### src/core/phyc_params.svh
`ifndef PHYC_PARAMS_SVH
`define PHYC_PARAMS_SVH

// control word layout
`define PHYC_ADDR_HI 15
`define PHYC_ADDR_LO 14
`define PHYC_ADDR_PHY 2'h3
`define PHYC_BIT_RDSEL 13
`define PHYC_BIT_NOWRITE 12
`define PHYC_CFG_W 12
`define PHYC_WORD_W 16
`define PHYC_BIT_SUPPLY_KEEP 11
`define PHYC_BIT_LISTEN 10
`define PHYC_BIT_TOUT_LONG 9
`define PHYC_BIT_CAN_TXOFF 8
`define PHYC_BIT_LOOP 7
`define PHYC_BIT_CAN_ACT 6
`define PHYC_BIT_COMMON_MODE 5
`define PHYC_BIT_LIN_ACT 4
`define PHYC_BIT_LIN_SLOPE 3
`define PHYC_BIT_LIN_DRIVE 2
`define PHYC_BIT_LIN_WAKE 1
`define PHYC_BIT_LIN_TXOFF 0
`define PHYC_CFG_RESET 12'h000
`define PHYC_FB_FLAGS 2'h0
`define PHYC_WORD_ZERO 16'h0000

// bus-idle timing before off-line
`define PHYC_CLK_MHZ 100
`define PHYC_T_OFF_SHORT_US 200
`define PHYC_T_OFF_LONG_US 1000
`define PHYC_T_OFF_EXT_US 4000
`define PHYC_TMR_W 24
`define PHYC_TMR_ZERO 24'h000000
`define PHYC_TMR_ONE 24'h000001
`define PHYC_OFF_SHORT_CYC (`PHYC_T_OFF_SHORT_US * `PHYC_CLK_MHZ)
`define PHYC_OFF_LONG_CYC (`PHYC_T_OFF_LONG_US * `PHYC_CLK_MHZ)
`define PHYC_OFF_EXT_CYC (`PHYC_T_OFF_EXT_US * `PHYC_CLK_MHZ)

`endif

### src/core/phyc_pkg.sv
`include "phyc_params.svh"

package phyc_pkg;

    typedef enum logic [1:0] {
        CAN_OFFLINE,
        CAN_ONLINE,
        CAN_LISTEN,
        CAN_ACTIVE
    } phyc_can_mode_t;

    typedef struct packed {
        logic [`PHYC_CFG_W-1:0] cfg;
        phyc_can_mode_t mode;
        logic ext;
        logic [`PHYC_WORD_W-1:0] rd_data;
        logic rd_valid;
        logic rx;
        logic tx;
        logic tx_en;
        logic supply_on;
        logic split_oe_n;
        logic lin_act;
        logic lin_tx_en;
        logic lin_wake;
    } phyc_state_t;

    typedef struct packed {
        logic [`PHYC_TMR_W-1:0] cnt;
    } phyc_tmr_state_t;

    typedef struct packed {
        logic failed;
        logic dis_prev;
    } phyc_fail_state_t;

endpackage : phyc_pkg

### src/core/phyc_regs.sv
`timescale 1ns/10ps
`include "phyc_params.svh"

// What this block does
// - address bits 15:14 select this register
// - bit 13 picks general-purpose or own feedback
// - bit 12 set means read without storing
// - bit 11 keeps CAN supply on off-line
// - bit 10 listen mode, auto-cleared entering on-line/active
// - bit 9 long/short timeout, extended after wake
// - off-line only after selected bus-idle time
// - bit 8 or interface failure disables transmitter
// - failure recovers on good traffic or toggle
// - loopback transmit to receive when bits 7,8
// - bit 6 active only in normal/flash
// - bit 5 drives common-mode output, else floating
// - bit 4 LIN active only in normal/flash
// - bit 3 selects low LIN slope
// - bit 2 selects strong LIN drive
// - bit 1 enables LIN bus wake-up
// - bit 0 disables LIN transmitter
// - settings held and read back as feedback

module phyc_regs
    import phyc_pkg::*;
#(
    parameter logic [`PHYC_TMR_W-1:0] OFF_SHORT_CYC =
        `PHYC_TMR_W'(`PHYC_OFF_SHORT_CYC),
    parameter logic [`PHYC_TMR_W-1:0] OFF_LONG_CYC =
        `PHYC_TMR_W'(`PHYC_OFF_LONG_CYC),
    parameter logic [`PHYC_TMR_W-1:0] OFF_EXT_CYC =
        `PHYC_TMR_W'(`PHYC_OFF_EXT_CYC)
)
(
    // clock and reset
    input wire logic clk,
    input wire logic rst_n,
    // control word from the serial interface
    input wire logic ctl_word_valid,
    input wire logic [`PHYC_WORD_W-1:0] ctl_word,
    input wire logic [`PHYC_WORD_W-1:0] gp1_feedback,
    output logic readback_valid,
    output logic [`PHYC_WORD_W-1:0] readback_word,
    // chip-level state
    input wire logic chip_normal_or_flash,
    input wire logic wakeup_event,
    // CAN controller side
    input wire logic can_transmit_pin,
    output logic can_receive_pin,
    // CAN transceiver side
    input wire logic can_bus_rx,
    input wire logic can_bus_activity,
    input wire logic can_if_fail,
    input wire logic can_good_traffic,
    output logic can_bus_tx,
    output logic can_tx_enable,
    output phyc_can_mode_t can_mode,
    output logic can_supply_regulator_on,
    output logic can_common_mode_oe_n,
    // LIN transceiver side
    input wire logic lin_bus_wake,
    input wire logic lin_if_fail,
    input wire logic lin_good_traffic,
    output logic lin_active,
    output logic lin_tx_enable,
    output logic lin_low_slope,
    output logic lin_strong_drive,
    output logic lin_wake_event
);

    ////////////////////////////////////////////////////////////////////////
    // state

    phyc_state_t st_r;
    phyc_state_t st_nxt;

    ////////////////////////////////////////////////////////////////////////
    // control word decode

    logic word_hit;
    logic word_store;
    logic word_rdsel;
    logic [`PHYC_CFG_W-1:0] word_cfg;
    logic [`PHYC_WORD_W-1:0] own_feedback;

    assign word_hit = ctl_word_valid &&
        (ctl_word[`PHYC_ADDR_HI:`PHYC_ADDR_LO] == `PHYC_ADDR_PHY);
    assign word_store = word_hit && !ctl_word[`PHYC_BIT_NOWRITE];
    assign word_rdsel = ctl_word[`PHYC_BIT_RDSEL];
    assign word_cfg = ctl_word[`PHYC_CFG_W-1:0];

    // feedback carries the address and the settings in force
    assign own_feedback = {`PHYC_ADDR_PHY, `PHYC_FB_FLAGS, st_r.cfg};

    ////////////////////////////////////////////////////////////////////////
    // configuration fields

    logic cfg_supply_keep;
    logic cfg_listen;
    logic cfg_tout_long;
    logic cfg_can_txoff;
    logic cfg_loop;
    logic cfg_can_act;
    logic cfg_common_mode;
    logic cfg_lin_act;
    logic cfg_lin_slope;
    logic cfg_lin_drive;
    logic cfg_lin_wake;
    logic cfg_lin_txoff;

    assign cfg_supply_keep = st_r.cfg[`PHYC_BIT_SUPPLY_KEEP];
    assign cfg_listen = st_r.cfg[`PHYC_BIT_LISTEN];
    assign cfg_tout_long = st_r.cfg[`PHYC_BIT_TOUT_LONG];
    assign cfg_can_txoff = st_r.cfg[`PHYC_BIT_CAN_TXOFF];
    assign cfg_loop = st_r.cfg[`PHYC_BIT_LOOP];
    assign cfg_can_act = st_r.cfg[`PHYC_BIT_CAN_ACT];
    assign cfg_common_mode = st_r.cfg[`PHYC_BIT_COMMON_MODE];
    assign cfg_lin_act = st_r.cfg[`PHYC_BIT_LIN_ACT];
    assign cfg_lin_slope = st_r.cfg[`PHYC_BIT_LIN_SLOPE];
    assign cfg_lin_drive = st_r.cfg[`PHYC_BIT_LIN_DRIVE];
    assign cfg_lin_wake = st_r.cfg[`PHYC_BIT_LIN_WAKE];
    assign cfg_lin_txoff = st_r.cfg[`PHYC_BIT_LIN_TXOFF];

    ////////////////////////////////////////////////////////////////////////
    // off-line timeout

    logic idle_run;
    logic idle_expired;
    logic [`PHYC_TMR_W-1:0] idle_limit;

    // a wake-up stretches the first idle window whatever bit 9 says
    always_comb begin
        if (st_r.ext) begin
            idle_limit = OFF_EXT_CYC;
        end else if (cfg_tout_long) begin
            idle_limit = OFF_LONG_CYC;
        end else begin
            idle_limit = OFF_SHORT_CYC;
        end
    end

    // any bus activity restarts the idle count
    assign idle_run = ((st_r.mode == CAN_ONLINE) ||
        (st_r.mode == CAN_LISTEN)) && !can_bus_activity;

    phyc_idle_timer u_idle_timer (
        .clk(clk),
        .rst_n(rst_n),
        .run(idle_run),
        .limit(idle_limit),
        .expired(idle_expired)
    );

    ////////////////////////////////////////////////////////////////////////
    // interface failure guards

    logic can_failed;
    logic lin_failed;

    phyc_tx_guard u_can_guard (
        .clk(clk),
        .rst_n(rst_n),
        .fail_event(can_if_fail),
        .good_traffic(can_good_traffic),
        .sw_disable(cfg_can_txoff),
        .failed(can_failed)
    );

    phyc_tx_guard u_lin_guard (
        .clk(clk),
        .rst_n(rst_n),
        .fail_event(lin_if_fail),
        .good_traffic(lin_good_traffic),
        .sw_disable(cfg_lin_txoff),
        .failed(lin_failed)
    );

    ////////////////////////////////////////////////////////////////////////
    // next state

    logic can_act_ok;
    logic lin_act_ok;
    logic [`PHYC_CFG_W-1:0] cfg_work;
    phyc_can_mode_t mode_nxt;
    phyc_can_mode_t mode_awake;

    assign can_act_ok = cfg_can_act && chip_normal_or_flash;
    assign lin_act_ok = cfg_lin_act && chip_normal_or_flash;

    // where the transceiver goes on bus activity or on leaving active
    always_comb begin
        if (cfg_listen) begin
            mode_awake = CAN_LISTEN;
        end else begin
            mode_awake = CAN_ONLINE;
        end
    end

    always_comb begin
        mode_nxt = st_r.mode;
        unique case (st_r.mode)
            CAN_OFFLINE: begin
                if (can_act_ok) begin
                    mode_nxt = CAN_ACTIVE;
                end else if (can_bus_activity) begin
                    mode_nxt = mode_awake;
                end
            end
            CAN_ONLINE: begin
                if (can_act_ok) begin
                    mode_nxt = CAN_ACTIVE;
                end else if (idle_expired) begin
                    mode_nxt = CAN_OFFLINE;
                end else if (cfg_listen) begin
                    mode_nxt = CAN_LISTEN;
                end
            end
            CAN_LISTEN: begin
                if (can_act_ok) begin
                    mode_nxt = CAN_ACTIVE;
                end else if (idle_expired) begin
                    mode_nxt = CAN_OFFLINE;
                end else if (!cfg_listen) begin
                    mode_nxt = CAN_ONLINE;
                end
            end
            CAN_ACTIVE: begin
                if (!can_act_ok) begin
                    mode_nxt = mode_awake;
                end
            end
        endcase
    end

    ////////////////////////////////////////////////////////////////////////
    // derived controls

    logic listen_clear;
    logic loop_on;
    logic can_tx_ok;
    logic supply_need;
    logic lin_tx_ok;
    logic lin_wake_ok;

    // hardware clear of listen mode on entry to on-line or active
    assign listen_clear = (mode_nxt != st_r.mode) &&
        ((mode_nxt == CAN_ONLINE) || (mode_nxt == CAN_ACTIVE));
    // loopback only with the transmitter off, so the bus stays quiet
    assign loop_on = cfg_loop && cfg_can_txoff;
    // a failure blocks the transmitter but leaves the stored bit alone
    assign can_tx_ok = !cfg_can_txoff && !can_failed;
    assign supply_need = (mode_nxt != CAN_OFFLINE) ||
        cfg_supply_keep;
    assign lin_tx_ok = lin_act_ok && !cfg_lin_txoff &&
        !lin_failed;
    assign lin_wake_ok = cfg_lin_wake && lin_bus_wake;

    ////////////////////////////////////////////////////////////////////////
    // registered values

    always_comb begin
        st_nxt = st_r;
        cfg_work = st_r.cfg;

        if (listen_clear) begin
            cfg_work[`PHYC_BIT_LISTEN] = 1'b0;
        end
        // a stored word lands last so it wins over the auto-clear
        if (word_store) begin
            cfg_work = word_cfg;
        end
        st_nxt.cfg = cfg_work;
        st_nxt.mode = mode_nxt;

        // extended timeout armed by wake-up, spent on reaching off-line
        if (mode_nxt == CAN_OFFLINE) begin
            st_nxt.ext = 1'b0;
        end
        if (wakeup_event) begin
            st_nxt.ext = 1'b1;
        end

        // readback shows contents from before this word's store
        st_nxt.rd_valid = word_hit;
        if (word_hit) begin
            st_nxt.rd_data = word_rdsel ? gp1_feedback :
                own_feedback;
        end

        // CAN data path
        st_nxt.tx_en = (mode_nxt == CAN_ACTIVE) && can_tx_ok;
        st_nxt.tx = can_transmit_pin;
        if (loop_on) begin
            st_nxt.rx = can_transmit_pin;
        end else begin
            st_nxt.rx = can_bus_rx;
        end

        // CAN supply and common-mode output
        st_nxt.supply_on = supply_need;
        st_nxt.split_oe_n = !cfg_common_mode;

        // LIN controls
        st_nxt.lin_act = lin_act_ok;
        st_nxt.lin_tx_en = lin_tx_ok;
        st_nxt.lin_wake = lin_wake_ok;
    end

    ////////////////////////////////////////////////////////////////////////
    // registers

    always_ff @(posedge clk) begin
        if (!rst_n) begin
            st_r.cfg <= `PHYC_CFG_RESET;
            st_r.mode <= CAN_OFFLINE;
            st_r.ext <= 1'b0;
            st_r.rd_data <= `PHYC_WORD_ZERO;
            st_r.rd_valid <= 1'b0;
            st_r.rx <= 1'b1;
            st_r.tx <= 1'b1;
            st_r.tx_en <= 1'b0;
            st_r.supply_on <= 1'b0;
            st_r.split_oe_n <= 1'b1;
            st_r.lin_act <= 1'b0;
            st_r.lin_tx_en <= 1'b0;
            st_r.lin_wake <= 1'b0;
        end else begin
            st_r <= st_nxt;
        end
    end

    ////////////////////////////////////////////////////////////////////////
    // outputs

    assign readback_valid = st_r.rd_valid;
    assign readback_word = st_r.rd_data;
    assign can_receive_pin = st_r.rx;
    assign can_bus_tx = st_r.tx;
    assign can_tx_enable = st_r.tx_en;
    assign can_mode = st_r.mode;
    assign can_supply_regulator_on = st_r.supply_on;
    assign can_common_mode_oe_n = st_r.split_oe_n;
    assign lin_active = st_r.lin_act;
    assign lin_tx_enable = st_r.lin_tx_en;
    assign lin_low_slope = cfg_lin_slope;
    assign lin_strong_drive = cfg_lin_drive;
    assign lin_wake_event = st_r.lin_wake;

endmodule : phyc_regs

### src/core/phyc_idle_timer.sv
`timescale 1ns/10ps
`include "phyc_params.svh"

module phyc_idle_timer
    import phyc_pkg::*;
(
    // clock and reset
    input wire logic clk,
    input wire logic rst_n,
    // control
    input wire logic run,
    input wire logic [`PHYC_TMR_W-1:0] limit,
    // result
    output logic expired
);

    phyc_tmr_state_t st_r;
    phyc_tmr_state_t st_nxt;

    // saturates at the limit so a late reader still sees expiry
    always_comb begin
        st_nxt = st_r;
        if (!run) begin
            st_nxt.cnt = `PHYC_TMR_ZERO;
        end else if (st_r.cnt < limit) begin
            st_nxt.cnt = st_r.cnt + `PHYC_TMR_ONE;
        end
    end

    always_ff @(posedge clk) begin
        if (!rst_n) begin
            st_r <= '0;
        end else begin
            st_r <= st_nxt;
        end
    end

    assign expired = run && (st_r.cnt >= limit);

endmodule : phyc_idle_timer

### src/core/phyc_tx_guard.sv
`timescale 1ns/10ps

module phyc_tx_guard
    import phyc_pkg::*;
(
    // clock and reset
    input wire logic clk,
    input wire logic rst_n,
    // events and software control
    input wire logic fail_event,
    input wire logic good_traffic,
    input wire logic sw_disable,
    // state
    output logic failed
);

    phyc_fail_state_t st_r;
    phyc_fail_state_t st_nxt;
    logic sw_release;

    // a set-then-clear of the disable bit is a manual recovery
    assign sw_release = st_r.dis_prev && !sw_disable;

    always_comb begin
        st_nxt = st_r;
        st_nxt.dis_prev = sw_disable;
        if (good_traffic || sw_release) begin
            st_nxt.failed = 1'b0;
        end
        // a new failure beats a recovery in the same cycle
        if (fail_event) begin
            st_nxt.failed = 1'b1;
        end
    end

    always_ff @(posedge clk) begin
        if (!rst_n) begin
            st_r <= '0;
        end else begin
            st_r <= st_nxt;
        end
    end

    assign failed = st_r.failed;

endmodule : phyc_tx_guard

### config.mk
export PLATFORM = sky130hd
export DESIGN_NAME = phyc_regs
export DESIGN_NICKNAME = d
export VERILOG_FILES = /design/src/core/phyc_pkg.sv /design/src/core/phyc_regs.sv /design/src/core/phyc_idle_timer.sv /design/src/core/phyc_tx_guard.sv
export VERILOG_INCLUDE_DIRS = /design/src /design/src/core
export SDC_FILE = /design/constraint.sdc
export NUM_CORES = 1
export LEC_CHECK = 0
export BUFFER_PORTS_ARGS = -buffer_cell sky130_fd_sc_hd__buf_4
export CAP_MARGIN = 20
export CELL_PAD_IN_SITES_DETAIL_PLACEMENT = 1
export CELL_PAD_IN_SITES_GLOBAL_PLACEMENT = 1
export CORE_MARGIN = 2
export CORE_UTILIZATION = 40
export DETAILED_ROUTE_END_ITERATION = 16
export GPL_TIMING_DRIVEN = 1
export PLACE_DENSITY = 0.86
export SYNTH_ARGS = -nofsm -noshare
export SYNTH_HDL_FRONTEND = slang
export SYNTH_HIERARCHICAL = 1
export SYNTH_SLANG_ARGS = --single-unit
### constraint.sdc
create_clock -name clk -period 3.95 [get_ports clk]
set_input_delay 0.5925 -clock clk [delete_from_list [all_inputs] [get_ports clk]]
set_output_delay 0.5925 -clock clk [all_outputs]
set_load 0.01 [all_outputs]
# Yosys cells after proc, flatten, opt, wreduce, memory -nomap -nowiden

Cells that the tools add are included.

Bits in registers: 68
Logic and storage cells: 87

Add/subtract/negate cells: 1
Magnitude comparators: 2
Equality and inequality tests: 7
Multiplexer cells: 23
Reductions and logical operators: 35

Operators with widths:

| cell                                                | count |
|---|---|
| adder 24 x 1 -> 24 bit, second input constant       | 1 |
| greater-or-equal comparator 24 x 19 -> 1 bit        | 1 |
| less-than comparator 24 x 19 -> 1 bit               | 1 |
| 2-to-1 mux 2 bit                                    | 10 |
| 2-to-1 mux 19 bit                                   | 1 |
| 2-to-1 mux 17 bit                                   | 1 |
| 2-to-1 mux 16 bit                                   | 1 |
| logical AND 1 bit                                   | 15 |
| 2-to-1 mux 11 bit                                   | 1 |
| nonzero test 2 bit                                  | 5 |
| equality test 2 bit, second input constant          | 4 |
| 2-to-1 mux 1 bit                                    | 8 |
| one-hot mux 2 bit (4 select lines)                  | 1 |
| logical NOT 1 bit                                   | 7 |
| logical OR 1 bit                                    | 5 |
| equality test 2 x 1 -> 1 bit, second input constant | 2 |
| logical NOT 2 bit                                   | 2 |
| inequality test 2 bit                               | 1 |
| AND reduction 2 bit                                 | 1 |

# Logic depth before layout (Yosys ltp)

Gate-level depths: netlist of the first run.

Word-level depth: 12
Depth in mapped cells: 15

# By module

The synthesis of the first run kept the hierarchy.

Modules (own cells, without submodules):

| module          | times used | cells each | area an instance (um2) | seq. area each (um2) |
|---|---|---|---|---|
| phyc_idle_timer | 1          | 240        | 1,816.7                | 480.5 |
| phyc_regs       | 1          | 197        | 1,710.4                | 800.8 |
| phyc_tx_guard   | 2          | 6          | 67.6                   | 40.0 |

# Least setup slack after synthesis of the first run

Ideal clock, no wire load.

Kind: reg2reg
From: register st_r[25] (netlist name)
To: register st_r[25] (netlist name)
Arrival time: 2.970 ns
Path slack: 0.866 ns
Stages on the path, launching flop included: 16
Path buffers: 2
Period minus slack after synthesis: 3.084 ns
Cell sequence: dfxtp_1 -> or2_2 -> inv_1 -> inv_1 -> ha_1 -> nand4_1 -> nor4_1 -> o311ai_0 -> nand3_1 -> clkbuf_1 -> clkbuf_1 -> o21a_1 -> a21oi_1 -> o41ai_4 -> a21oi_1 -> o21a_1

Word-level cells in the longest chain between the ends: 8

Ends and longest elaborated chain:

| element                                        | RTL line                           | RTL |
|---|---|---|
| from (decl)                                    | phyc_regs.sv:74                    | `phyc_state_t st_r;` |
| from (signal assigned)                         | phyc_regs.sv:328                   | `st_r <= st_nxt;` |
| 2-to-1 mux 19 bit *                            | phyc_regs.sv:133                   | `if (st_r.ext) begin` |
| net idle_limit[7]                              | phyc_regs.sv:129                   | `` logic [`PHYC_TMR_W-1:0] idle_limit; `` |
| greater-or-equal comparator 24 x 19 -> 1 bit * | phyc_idle_timer.sv:38              | `assign expired = run && (st_r.cnt >= limit);` |
| logical AND 1 bit *                            | phyc_idle_timer.sv:38              |  |
| net idle_expired                               | phyc_regs.sv:128                   | `logic idle_expired;` |
| 2-to-1 mux 2 bit, on equally long branches     | phyc_regs.sv:221, phyc_regs.sv:212 |  |
| 2-to-1 mux 2 bit, on equally long branches     | phyc_regs.sv:219, phyc_regs.sv:210 |  |
| one-hot mux 2 bit (4 select lines) *           | phyc_regs.sv:201                   | `unique case (st_r.mode)` |
| logical NOT 2 bit *                            | phyc_regs.sv:276                   | `if (mode_nxt == CAN_OFFLINE) begin` |
| nonzero test 2 bit (no source line) *          | n/a                                |  |

The timed path passes the listed nets; every way through them passes the cells marked *.
A chain may end at the register's enable or synchronous reset.

# Worst setup path in the final report of the first run

From: register st_r[25] (netlist name)
To: register st_r, in the netlist can_tx_enable

Word-level cells in the longest chain between the ends: 8

Ends and longest elaborated chain:

| element                                        | RTL line                           | RTL |
|---|---|---|
| 2-to-1 mux 19 bit *                            | phyc_regs.sv:133                   |  |
| net idle_limit[7]                              | phyc_regs.sv:129                   |  |
| greater-or-equal comparator 24 x 19 -> 1 bit * | phyc_idle_timer.sv:38              |  |
| logical AND 1 bit *                            | phyc_idle_timer.sv:38              |  |
| net idle_expired                               | phyc_regs.sv:128                   |  |
| 2-to-1 mux 2 bit, on equally long branches     | phyc_regs.sv:221, phyc_regs.sv:212 |  |
| 2-to-1 mux 2 bit, on equally long branches     | phyc_regs.sv:219, phyc_regs.sv:210 |  |
| one-hot mux 2 bit (4 select lines) *           | phyc_regs.sv:201                   |  |
| equality test 2 bit *                          | phyc_regs.sv:291                   | `st_nxt.tx_en = (mode_nxt == CAN_ACTIVE) && can_tx_ok;` |
| logical AND 1 bit *                            | phyc_regs.sv:291                   |  |

Marks and branches as above.

==> out/results.ini, run 1 <==
[status]
status=complete, no violations

[floorplan]
core_area_um2=8810
fp.dieH_um=99.7
die_w_um=99.7
initial_utilization_pct=41.6
dieArea_um2=9940
num_rows=34
io_pins=74

[route]
via_per_inst=5.56
vias=3551
routed_wl_um=10900
drc=0
drt-pass1-iter-count=4
drtIter0Drc=143
wl_per_cell_um=17.0
drtAntennaViolNets=0

[placed_design]
placed_area_um2=4320
gp_congestion=0.835
portBuffers=73
place_hpwl_um=7830

[flow_run]
drv_cap=0

[clock_network]
cts_buffers=9
hold_buffers=0
cts-root-buf=clkbuf_8
clk_pin_slew_ns=0.09
cts.sinks=68
postCtsSetupBuffers=0
ctsHtreeMaxLevel=3
cts.repair.resized=0
cts_buffer_depth=2
cts_tree=done
insertion_delay_ns=0.36

[min_path]
hold_end=can_bus_tx$_SDFF_PN1_
hold_class=in2reg
hold_start=can_transmit_pin
whs_path_depth=2

[global_routing]
grtUsageMet1_pct=27.9
met3_usage_pct=5.48
grt_pass1_vias=3740
grtUsageTotal_pct=22.9
grt_busiest_layer=met2
grt_pass1_wl_um=18200
overflow=0
use_met2_pct=39.3
grt_start_max_net_pins=48
antenna_found_initial=0

[yosys]
synth-main-ff-cell=dfxtp_1
ys_types=49
synth.area.top_cells=dfxtp_1 37%, ha_1 9.9%, a21oi_1 6.6%, nand2_1 5.6%, inv_1 4.2%
synth_top_area_share_pct=37.2
netlist_area_um2=3660
synth_seq_cells=68
synth_compound_area_share_pct=19.2
synth_edf_count=0
postSynthCellCount=449
syn_avg_cell_area_um2=8.16
synthSimpleGateAreaFrac_pct=23.4
synth_top_family_by_area=simple AND/OR/NAND/NOR gates
synth_warnings=6
synth_async_sr_flop_share_pct=0
yosys.area.top_type=dfxtp_1
synth_xor_area_share_pct=0.478
yosys-mux-area-fraction_pct=3.01
synthAdderAreaFrac_pct=9.91
seq_area_frac_synth_pct=37.2

[worst_setup_path]
arrival_ns=3.26
timing.rr.end=can_tx_enable$_SDFF_PN0_
timing.rr.start=st_r[25]$_SDFFE_PN0P_
r2r_cells=13
crit_path_end_kind=flip-flop
worstSetupStartpointType=flip-flop
crit_required_ns=4.18
path_class=reg2reg
worstPathMaxFanout=6
r2r_slack_ns=0.92

[final_layout]
largest_reg_flops=24
area_growth_pct=23.6
largest_register=u_idle_timer/st_r
seq_area_um2=1360
fin_nets=600
n_fill_cell=1075
multi_input_area_um2=2100
num_antenna_cells=0
drive_gt1_share_pct=19.8
stdcell_area_um2=4530

[sta]
worst_pin_slew_ns=0.964
fmax_mhz=330
setup_viol=0
tns_ns=0
slew_violations=0
hold_viol_final=0
fin_crit_ns=3.03
rsz0062_at_grt=false
fin_skew_ns=0.0122
slew-limit-headroom_pct=35.7
post-route-period-util_pct=76.7

[power]
pwr-share-comb_pct=22.3
pwr-share-clk_pct=34.8
swShare_pct=32.5
p_per_area_nw_per_um2=394
seq_power_share_pct=42.9
p_sw_uw=580
vdd_ir_drop_max_v=0.000237
p_leak_nw=1.82
internal-power_mw=1.20

stage by stage:
step / total power [mW] / utilization [%] / hold slack (ns) / instances / setup slack, ns
6_report: 1.78 / 51.4 / 0.418 / 639 / 0.921
5_1_grt: 1.88 / 51.4 / 0.398 / 639 / 0.718
4_1_cts: 1.80 / 51.4 / 0.400 / 639 / 0.975
3_5_place_dp: 1.17 / 49.1 / 0.392 / 623 / 0.990
3_3_place_gp: 1.15 / 49.1 / 0.380 / 623 / 1.18
2_1_floorplan: 1.02 / - / 0.371 / 461 / 0.866
power by group through the flow:
stage	clock, mW	combinational (mW)	sequential (mW)
2_1_floorplan	0	0.246	0.778
3_3_place_gp	0	0.376	0.775
3_5_place_dp	0	0.396	0.776
4_1_cts	0.636	0.399	0.763
5_1_grt	0.674	0.439	0.770
6_report	0.621	0.398	0.764
area by class of cell:
type	instances	area share, %
Inverter	42	3.51
Multi-Input combinational cell	330	46.4
Sequential cell	68	30.1
Timing Repair Buffer	75	12.4
Clock buffer	9	2.74
Clock inverter	7	1.82
Tap cell	108	2.98
worst max-delay path by stage:
stage,end,cells after the start,slack [ns],from
6_report,can_tx_enable$_SDFF_PN0_,13,0.92,st_r[25]$_SDFFE_PN0P_
5_1_grt,can_tx_enable$_SDFF_PN0_,13,0.72,st_r[25]$_SDFFE_PN0P_
4_1_cts,can_tx_enable$_SDFF_PN0_,13,0.97,st_r[25]$_SDFFE_PN0P_
3_5_place_dp,can_tx_enable$_SDFF_PN0_,13,0.99,st_r[25]$_SDFFE_PN0P_
3_3_place_gp,st_r[25]$_SDFFE_PN0P_,13,1.18,st_r[25]$_SDFFE_PN0P_
2_1_floorplan,st_r[25]$_SDFFE_PN0P_,15,0.87,st_r[25]$_SDFFE_PN0P_
Yosys cell counts, types with 3 or more instances:
cell type,instances
inv_1,41
or4_1,13
ha_1,29
nor2b_1,4
nor4_1,3
nand2_1,55
a21oi_1,48
nor3_1,3
a211oi_1,14
nand4_1,12
clkbuf_1,17
o21ai_0,16
o31ai_1,13
nor3b_1,3
o21a_1,6
nand2b_1,4
and3_1,7
dfxtp_1,68
nor2_1,23
and2_1,4
mux2i_1,11
nand3_1,14
or3_1,7
cells by family after synthesis:
family          count (synthesis)
simple gates                  164
compound gates                110
flops                          68
buf+inv                        63
fa+ha+maj                      29
mux                            11
other cells                     2
xor+xnor                        2
per-layer routing:
layer	up-vias	part of all wire, %
met5	-	0
met4	0	2.3
met3	24	3.4
met2	68	51
met1	1714	43
li1	1745	-
worst max-delay path, stage by stage, from the launching register on:
cell      delay, ns
dfxtp_1        0.37
or2_2          0.31
inv_1          0.06
inv_1          0.04
ha_1           0.28
nand4_1        0.12
nor4_1         0.44
o311ai_0       0.23
nand3_1        0.15
o21a_1         0.18
a31oi_1        0.07
o32ai_2        0.38
nor2_1         0.10
nor4b_1        0.19
placed cells by master, fill, tap and decap left out, drive strengths merged, types with 2 or more instances in the layout:
master,instances
or4,15
clkinvlp,3
a31oi,2
o21ai,16
and2,4
and3,8
or2,2
nand2b,4
dfxtp,68
nor4,3
xnor2,2
nor2,23
a211oi,14
or3,9
o31ai,13
o211ai,2
nand3,14
a21oi,48
a311oi,2
nand4,13
nor3,3
nor3b,3
mux2i,11
conb,14
buf,75
ha,29
nor2b,4
clkbuf,9
inv,45
nand2,56
o21a,6
(Power assumes the default switching activity.)
==> inputs of run 2 (changes only) <==
ABC_AREA = 1   (was not set)
PLACE_DENSITY = 0.87   (was 0.86)
clock period = 2.8 ns   (was 3.95 ns; I/O delays follow)
==> out/results.ini, run 2 <==
[status]
status=finished with violations
violations=negative setup slack

[worst_setup_path]
slowest_stage=dfxtp_4
arrival_ns=3.06
timing.rr.end=can_supply_regulator_on$_SDFF_PN0_
r2r_cells=20
timing.rr.start=cfg_tout_long$_SDFFE_PN0P_
worstSetupStartpointType=flip-flop
worstPathMaxFanout=4
path_class=reg2reg
max_stage_delay_ns=0.38
crit_path_end_kind=flip-flop
worst_path_most_repeated_cell=nand2_2
crit_required_ns=3.04
crit_chain=inv_4 -> nor2_4 -> inv_2 -> ha_4 -> nand2_2 -> nor2_2 -> nand2_2 -> buf_4 -> nor4_2 -> o21ai_2 -> inv_1 -> inv_2 -> nand2_1 -> nand3_2 -> a21oi_2 -> nand2_2 -> nand2_4 -> nand2_1 -> o21ai_1 -> inv_1
r2r_slack_ns=-0.01

[yosys]
synth.most_common_cell=nand2_1
synth.area.top_cells=dfxtp_1 33%, nand2_1 13%, ha_1 8.7%, inv_1 6.3%, nand3_1 5.5%
synth_top_area_share_pct=32.5
postSynthCellCount=591
synth_edf_count=0
synth_async_sr_flop_share_pct=0
ys_types=36
seq_area_frac_synth_pct=32.5
synth_top_family_by_area=simple AND/OR/NAND/NOR gates
syn_avg_cell_area_um2=7.08
synth-main-ff-cell=dfxtp_1
yosys-mux-area-fraction_pct=0
synthAdderAreaFrac_pct=8.67
yosys.area.top_type=dfxtp_1
netlist_area_um2=4190
synth_warnings=6
synth_compound_area_share_pct=14.0
synth_xor_area_share_pct=3.14
synthSimpleGateAreaFrac_pct=32.0
synth_seq_cells=68
synth.top_cells.by_count=143 x nand2_1, 70 x inv_1, 68 x dfxtp_1

[placed_design]
dp.cells=805
place_hpwl_um=9600
portBuffers=73
gp_congestion=0.885

[sta]
post-route-period-util_pct=100
slew-limit-headroom_pct=56.1
fin_ws_ns=-0.0138
worst_pin_slew_ns=0.658
fmax_mhz=355
fin_crit_ns=2.81
slew_violations=0
rsz0062_at_grt=true
tns_ns=-0.0138
fin_skew_ns=0.00983
hold_viol_final=0
setup_viol=1

[route]
via_per_inst=5.16
drt-pass1-iter-count=4
wl_per_cell_um=16.1
drtIter0Drc=121
drtAntennaViolNets=0
routed_wl_um=13300
drc=0
vias=4261

[final_layout]
finalNonFillerCells=825
num_antenna_cells=0
largest_register=u_idle_timer/st_r
layout_commonest_cell=nand2_1
drive_gt1_share_pct=28.6
final_cell_mix=138 x nand2_1, 85 x buf_4, 66 x dfxtp_1, 64 x inv_1, 46 x nor2_1
fin_nets=758
post-route-util_pct=51.5
area_growth_pct=25.8
largest_reg_flops=24

[power]
vdd_ir_drop_max_v=0.000391
p_leak_nw=2.28
p_per_area_nw_per_um2=495

[clock_network]
ctsHtreeMaxLevel=3
cts_tree=done
clk_pin_slew_ns=0.08
insertion_delay_ns=0.35
cts_buffers=9
hold_buffers=0
cts-root-buf=clkbuf_8
cts.sinks=68
cts_buffer_depth=2

[floorplan]
fp.dieH_um=106
dieArea_um2=11300
die_w_um=106
io_pins=74
initial_utilization_pct=40.9
core_area_um2=10200
num_rows=37

[global_routing]
grt_pass1_vias=4448
overflow=0
antenna_found_initial=0
grt_pass1_wl_um=20900
grt_start_max_net_pins=39
grtUsageTotal_pct=23.1

[flow_run]
drv_cap=0

[min_path]
hold_start=can_transmit_pin
hold_end=can_bus_tx$_SDFF_PN1_
hold_class=in2reg
whs_path_depth=3

run 2: cell types whose count changed in the layout (fill, tap and decap cells not counted), moves of 13 or more:
| cell | delta |
|---|---|
| a21oi_2 | +22 |
| nand2_1 | +83 |
| nand3_1 | +30 |
| inv_1 | +23 |
| nand2_2 | +27 |
| a211oi_1 | -14 |
| o31ai_1 | -13 |
| o21ai_0 | +13 |
| nor2_1 | +23 |
| a21oi_1 | -24 |
| or4_1 | -13 |
run 2: logic make-up after synthesis:
family,Yosys count
compound gates,96
buf+inv,92
other cells,2
simple gates,289
xor+xnor,15
fa+ha+maj,29
flops,68
run 2: power breakdown:
group / switching [mW] / internal, mW / leakage, nW
Clock: 0.434 / 0.427 / 0.0988
Combinational: 0.405 / 0.251 / 1.63
Sequential: 0.0695 / 1.02 / 0.554
Total: 0.908 / 1.70 / 2.28
run 2: how the worst max path moves through the flow:
stage / start / endpoint / slack [ns] / cells after the start
after CTS: cfg_tout_long$_SDFFE_PN0P_ / can_supply_regulator_on$_SDFF_PN0_ / 0.02 / 23
after floorplan: cfg_tout_long$_SDFFE_PN0P_ / cfg_listen$_SDFFE_PN0P_ / 0.18 / 28
after global placement: cfg_tout_long$_SDFFE_PN0P_ / can_tx_enable$_SDFF_PN0_ / 0.21 / 23
after detailed placement: cfg_tout_long$_SDFFE_PN0P_ / cfg_listen$_SDFFE_PN0P_ / 0.01 / 25
final: cfg_tout_long$_SDFFE_PN0P_ / can_supply_regulator_on$_SDFF_PN0_ / -0.01 / 20
after global routing: cfg_tout_long$_SDFFE_PN0P_ / can_supply_regulator_on$_SDFF_PN0_ / -0.19 / 22
run 2: routing by layer:
layer,vias up,routed length (um),global-route usage [%]
met2,95,7190,43.6
met1,2091,5310,25.7
li1,2058,-,-
met5,-,0,0
met4,0,206,6.67
met3,17,576,4.97
run 2: stage by stage:
| step | power (mW) | hold slack [ns] | instance area [um^2] | setup slack [ns] |
|---|---|---|---|---|
| finish | 2.61 | 0.264 | 5270 | -0.0138 |
| global placement | 1.65 | 0.383 | 4910 | 0.207 |
| CTS | 2.55 | 0.245 | 5110 | 0.0179 |
| detailed placement | 1.68 | 0.391 | 4910 | 0.0121 |
| floorplan | 1.45 | 0.371 | 4230 | 0.180 |
| global route | 2.75 | 0.272 | 5270 | -0.191 |
run 2: critical path: cells and delay by family, from the launching register on:
kind | cells | cell delay [ns]
flops | 1 | 0.38
simple gates | 10 | 1.17
compound gates | 3 | 0.45
buf+inv | 6 | 0.43
fa+ha+maj | 1 | 0.26
run 2: area by class of cell:
type	count	area [um^2]
inverter	76	288
fill	1319	4960
clock inverter	7	82.6
multi-input combinational	443	2580
clock buffer	9	124
tap	136	170
sequential	68	1370
timing repair buffer	86	649
run 2: timing repair:
action	in CTS	in global routing
setup buffers	0	4
setup endpoints to repair	2	4
endpoints found under the hold margin	0	0
resized for setup	1	33
pin swaps	0	15
==> inputs of run 3 (changes only) <==
MAX_ROUTING_LAYER = met4   (was not set)
==> out/results.ini, run 3 (synthesized netlist as in run 2, its figures left out) <==
[floorplan]
num_rows=37
dieArea_um2=11300
die_w_um=106
fp.dieH_um=106
core_area_um2=10200
initial_utilization_pct=40.9
io_pins=74

[route]
routed_wl_um=13300
wirelength_met1_um=5470
met3_length_um=469
drc=0
top_layer=met4
drtIter0Drc=146
drtAntennaViolNets=0
drt-pass1-iter-count=4
wl_met2_um=7180
via_per_inst=5.14
wl_per_cell_um=16.1
vias=4239

[sta]
rsz0062_at_grt=true
fin_crit_ns=2.81
slew_violations=0
worst_pin_slew_ns=0.655
hold_viol_final=0
fin_ws_ns=-0.0109
fin_skew_ns=0.00904
slew-limit-headroom_pct=56.3
fmax_mhz=356
setup_viol=1
post-route-period-util_pct=100

[worst_setup_path]
crit_path_end_kind=flip-flop
worstSetupStartpointType=flip-flop
r2r_slack_ns=-0.01
r2r_cells=20
timing.rr.end=can_supply_regulator_on$_SDFF_PN0_
worstPathMaxFanout=4
path_class=reg2reg
timing.rr.start=cfg_tout_long$_SDFFE_PN0P_
cp-startpoint=cfg_tout_long$_SDFFE_PN0P_
arrival_ns=3.05
crit_required_ns=3.04

[clock_network]
insertion_delay_ns=0.35
cts-root-buf=clkbuf_8
cts.sinks=68
clk_pin_slew_ns=0.08
cts_buffer_depth=2
cts_tree=done
ctsHtreeMaxLevel=3
cts_buffers=9

[final_layout]
area_growth_pct=25.8
num_antenna_cells=0
largest_register=u_idle_timer/st_r
layout_commonest_cell=nand2_1
drive_gt1_share_pct=28.6
largest_reg_flops=24
final_cell_mix=138 x nand2_1, 85 x buf_4, 66 x dfxtp_1, 64 x inv_1, 46 x nor2_1
fin_nets=758
finalNonFillerCells=825
stdcell_area_um2=5270

[min_path]
hold_start=can_transmit_pin
hold_class=in2reg
hold_end=can_bus_tx$_SDFF_PN1_
whs_path_depth=3

[global_routing]
grt_pass1_wl_um=21000
antenna_found_initial=0
grt_pass1_vias=4450
grt_start_max_net_pins=39
overflow=0
grtUsageTotal_pct=23.8

[placed_design]
place_hpwl_um=9600
dp.cells=805
post-place-ws_ns=0.0121
gp_congestion=0.900
placed_area_um2=4910
portBuffers=73

[status]
status=finished with violations
violations=negative setup slack

[power]
vdd_ir_drop_max_v=0.000392
p_leak_nw=2.28
power.total_mw=2.61
p_per_area_nw_per_um2=496

[flow_run]
drv_cap=0

[run 3: cell counts in the layout (fill, tap and decap cells not counted)]
Identical to the previous run, type by type.
[run 3: worst max path at each step]
stage                                          to
2_1_floorplan             cfg_listen$_SDFFE_PN0P_
5_1_grt        can_supply_regulator_on$_SDFF_PN0_
6_report       can_supply_regulator_on$_SDFF_PN0_
4_1_cts        can_supply_regulator_on$_SDFF_PN0_
3_5_place_dp              cfg_listen$_SDFFE_PN0P_
3_3_place_gp             can_tx_enable$_SDFF_PN0_
[run 3: where the power goes]
part,internal [mW],switching [mW]
registers,1.02,0.0699
clock network,0.427,0.436
logic,0.251,0.405
total,1.70,0.912
[run 3: timing repair]
| action | CTS | global route |
|---|---|---|
| resized for setup | 1 | 33 |
| pin swaps | 0 | 15 |
| setup endpoints to repair | 2 | 4 |
| buffers inserted | 0 | 4 |
| hold buffers | 0 | 0 |
| hold endpoints to repair | 0 | 0 |
[run 3: routing by layer]
| layer | vias to the layer above | global-route usage [%] |
|---|---|---|
| met5 | - | - |
| met4 | 0 | 6.67 |
| met3 | 15 | 5.03 |
| met2 | 73 | 43.5 |
| met1 | 2093 | 26.1 |
| li1 | 2058 | - |
[run 3: cell type report]
cell class | count | area (um^2)
fillers | 1319 | 4960
multi-input cells | 443 | 2580
flip-flops and latches | 68 | 1370
repair buffers | 86 | 649
inverters | 76 | 288
well taps | 136 | 170
clock buffers | 9 | 124
clock inverters | 7 | 82.6
[run 3: through the flow]
stage	setup TNS, ns	hold slack (ns)	util [%]
after CTS	0	0.245	50.0
after global placement	0	0.383	48.0
after global routing	-0.586	0.272	51.5
after detailed placement	0	0.391	48.0
final	-0.0109	0.263	51.5
after floorplan	0	0.371	-
[run 3: critical path: stages, from the launching register on]
cell     delay, ns
dfxtp_4       0.38
inv_4         0.04
nor2_4        0.15
inv_2         0.07
ha_4          0.26
nand2_2       0.05
nor2_2        0.16
nand2_2       0.10
buf_4         0.15
nor4_2        0.28
o21ai_2       0.08
inv_1         0.07
inv_2         0.04
nand2_1       0.07
nand3_2       0.09
a21oi_2       0.18
nand2_2       0.11
nand2_4       0.09
nand2_1       0.09
o21ai_1       0.18
inv_1         0.06
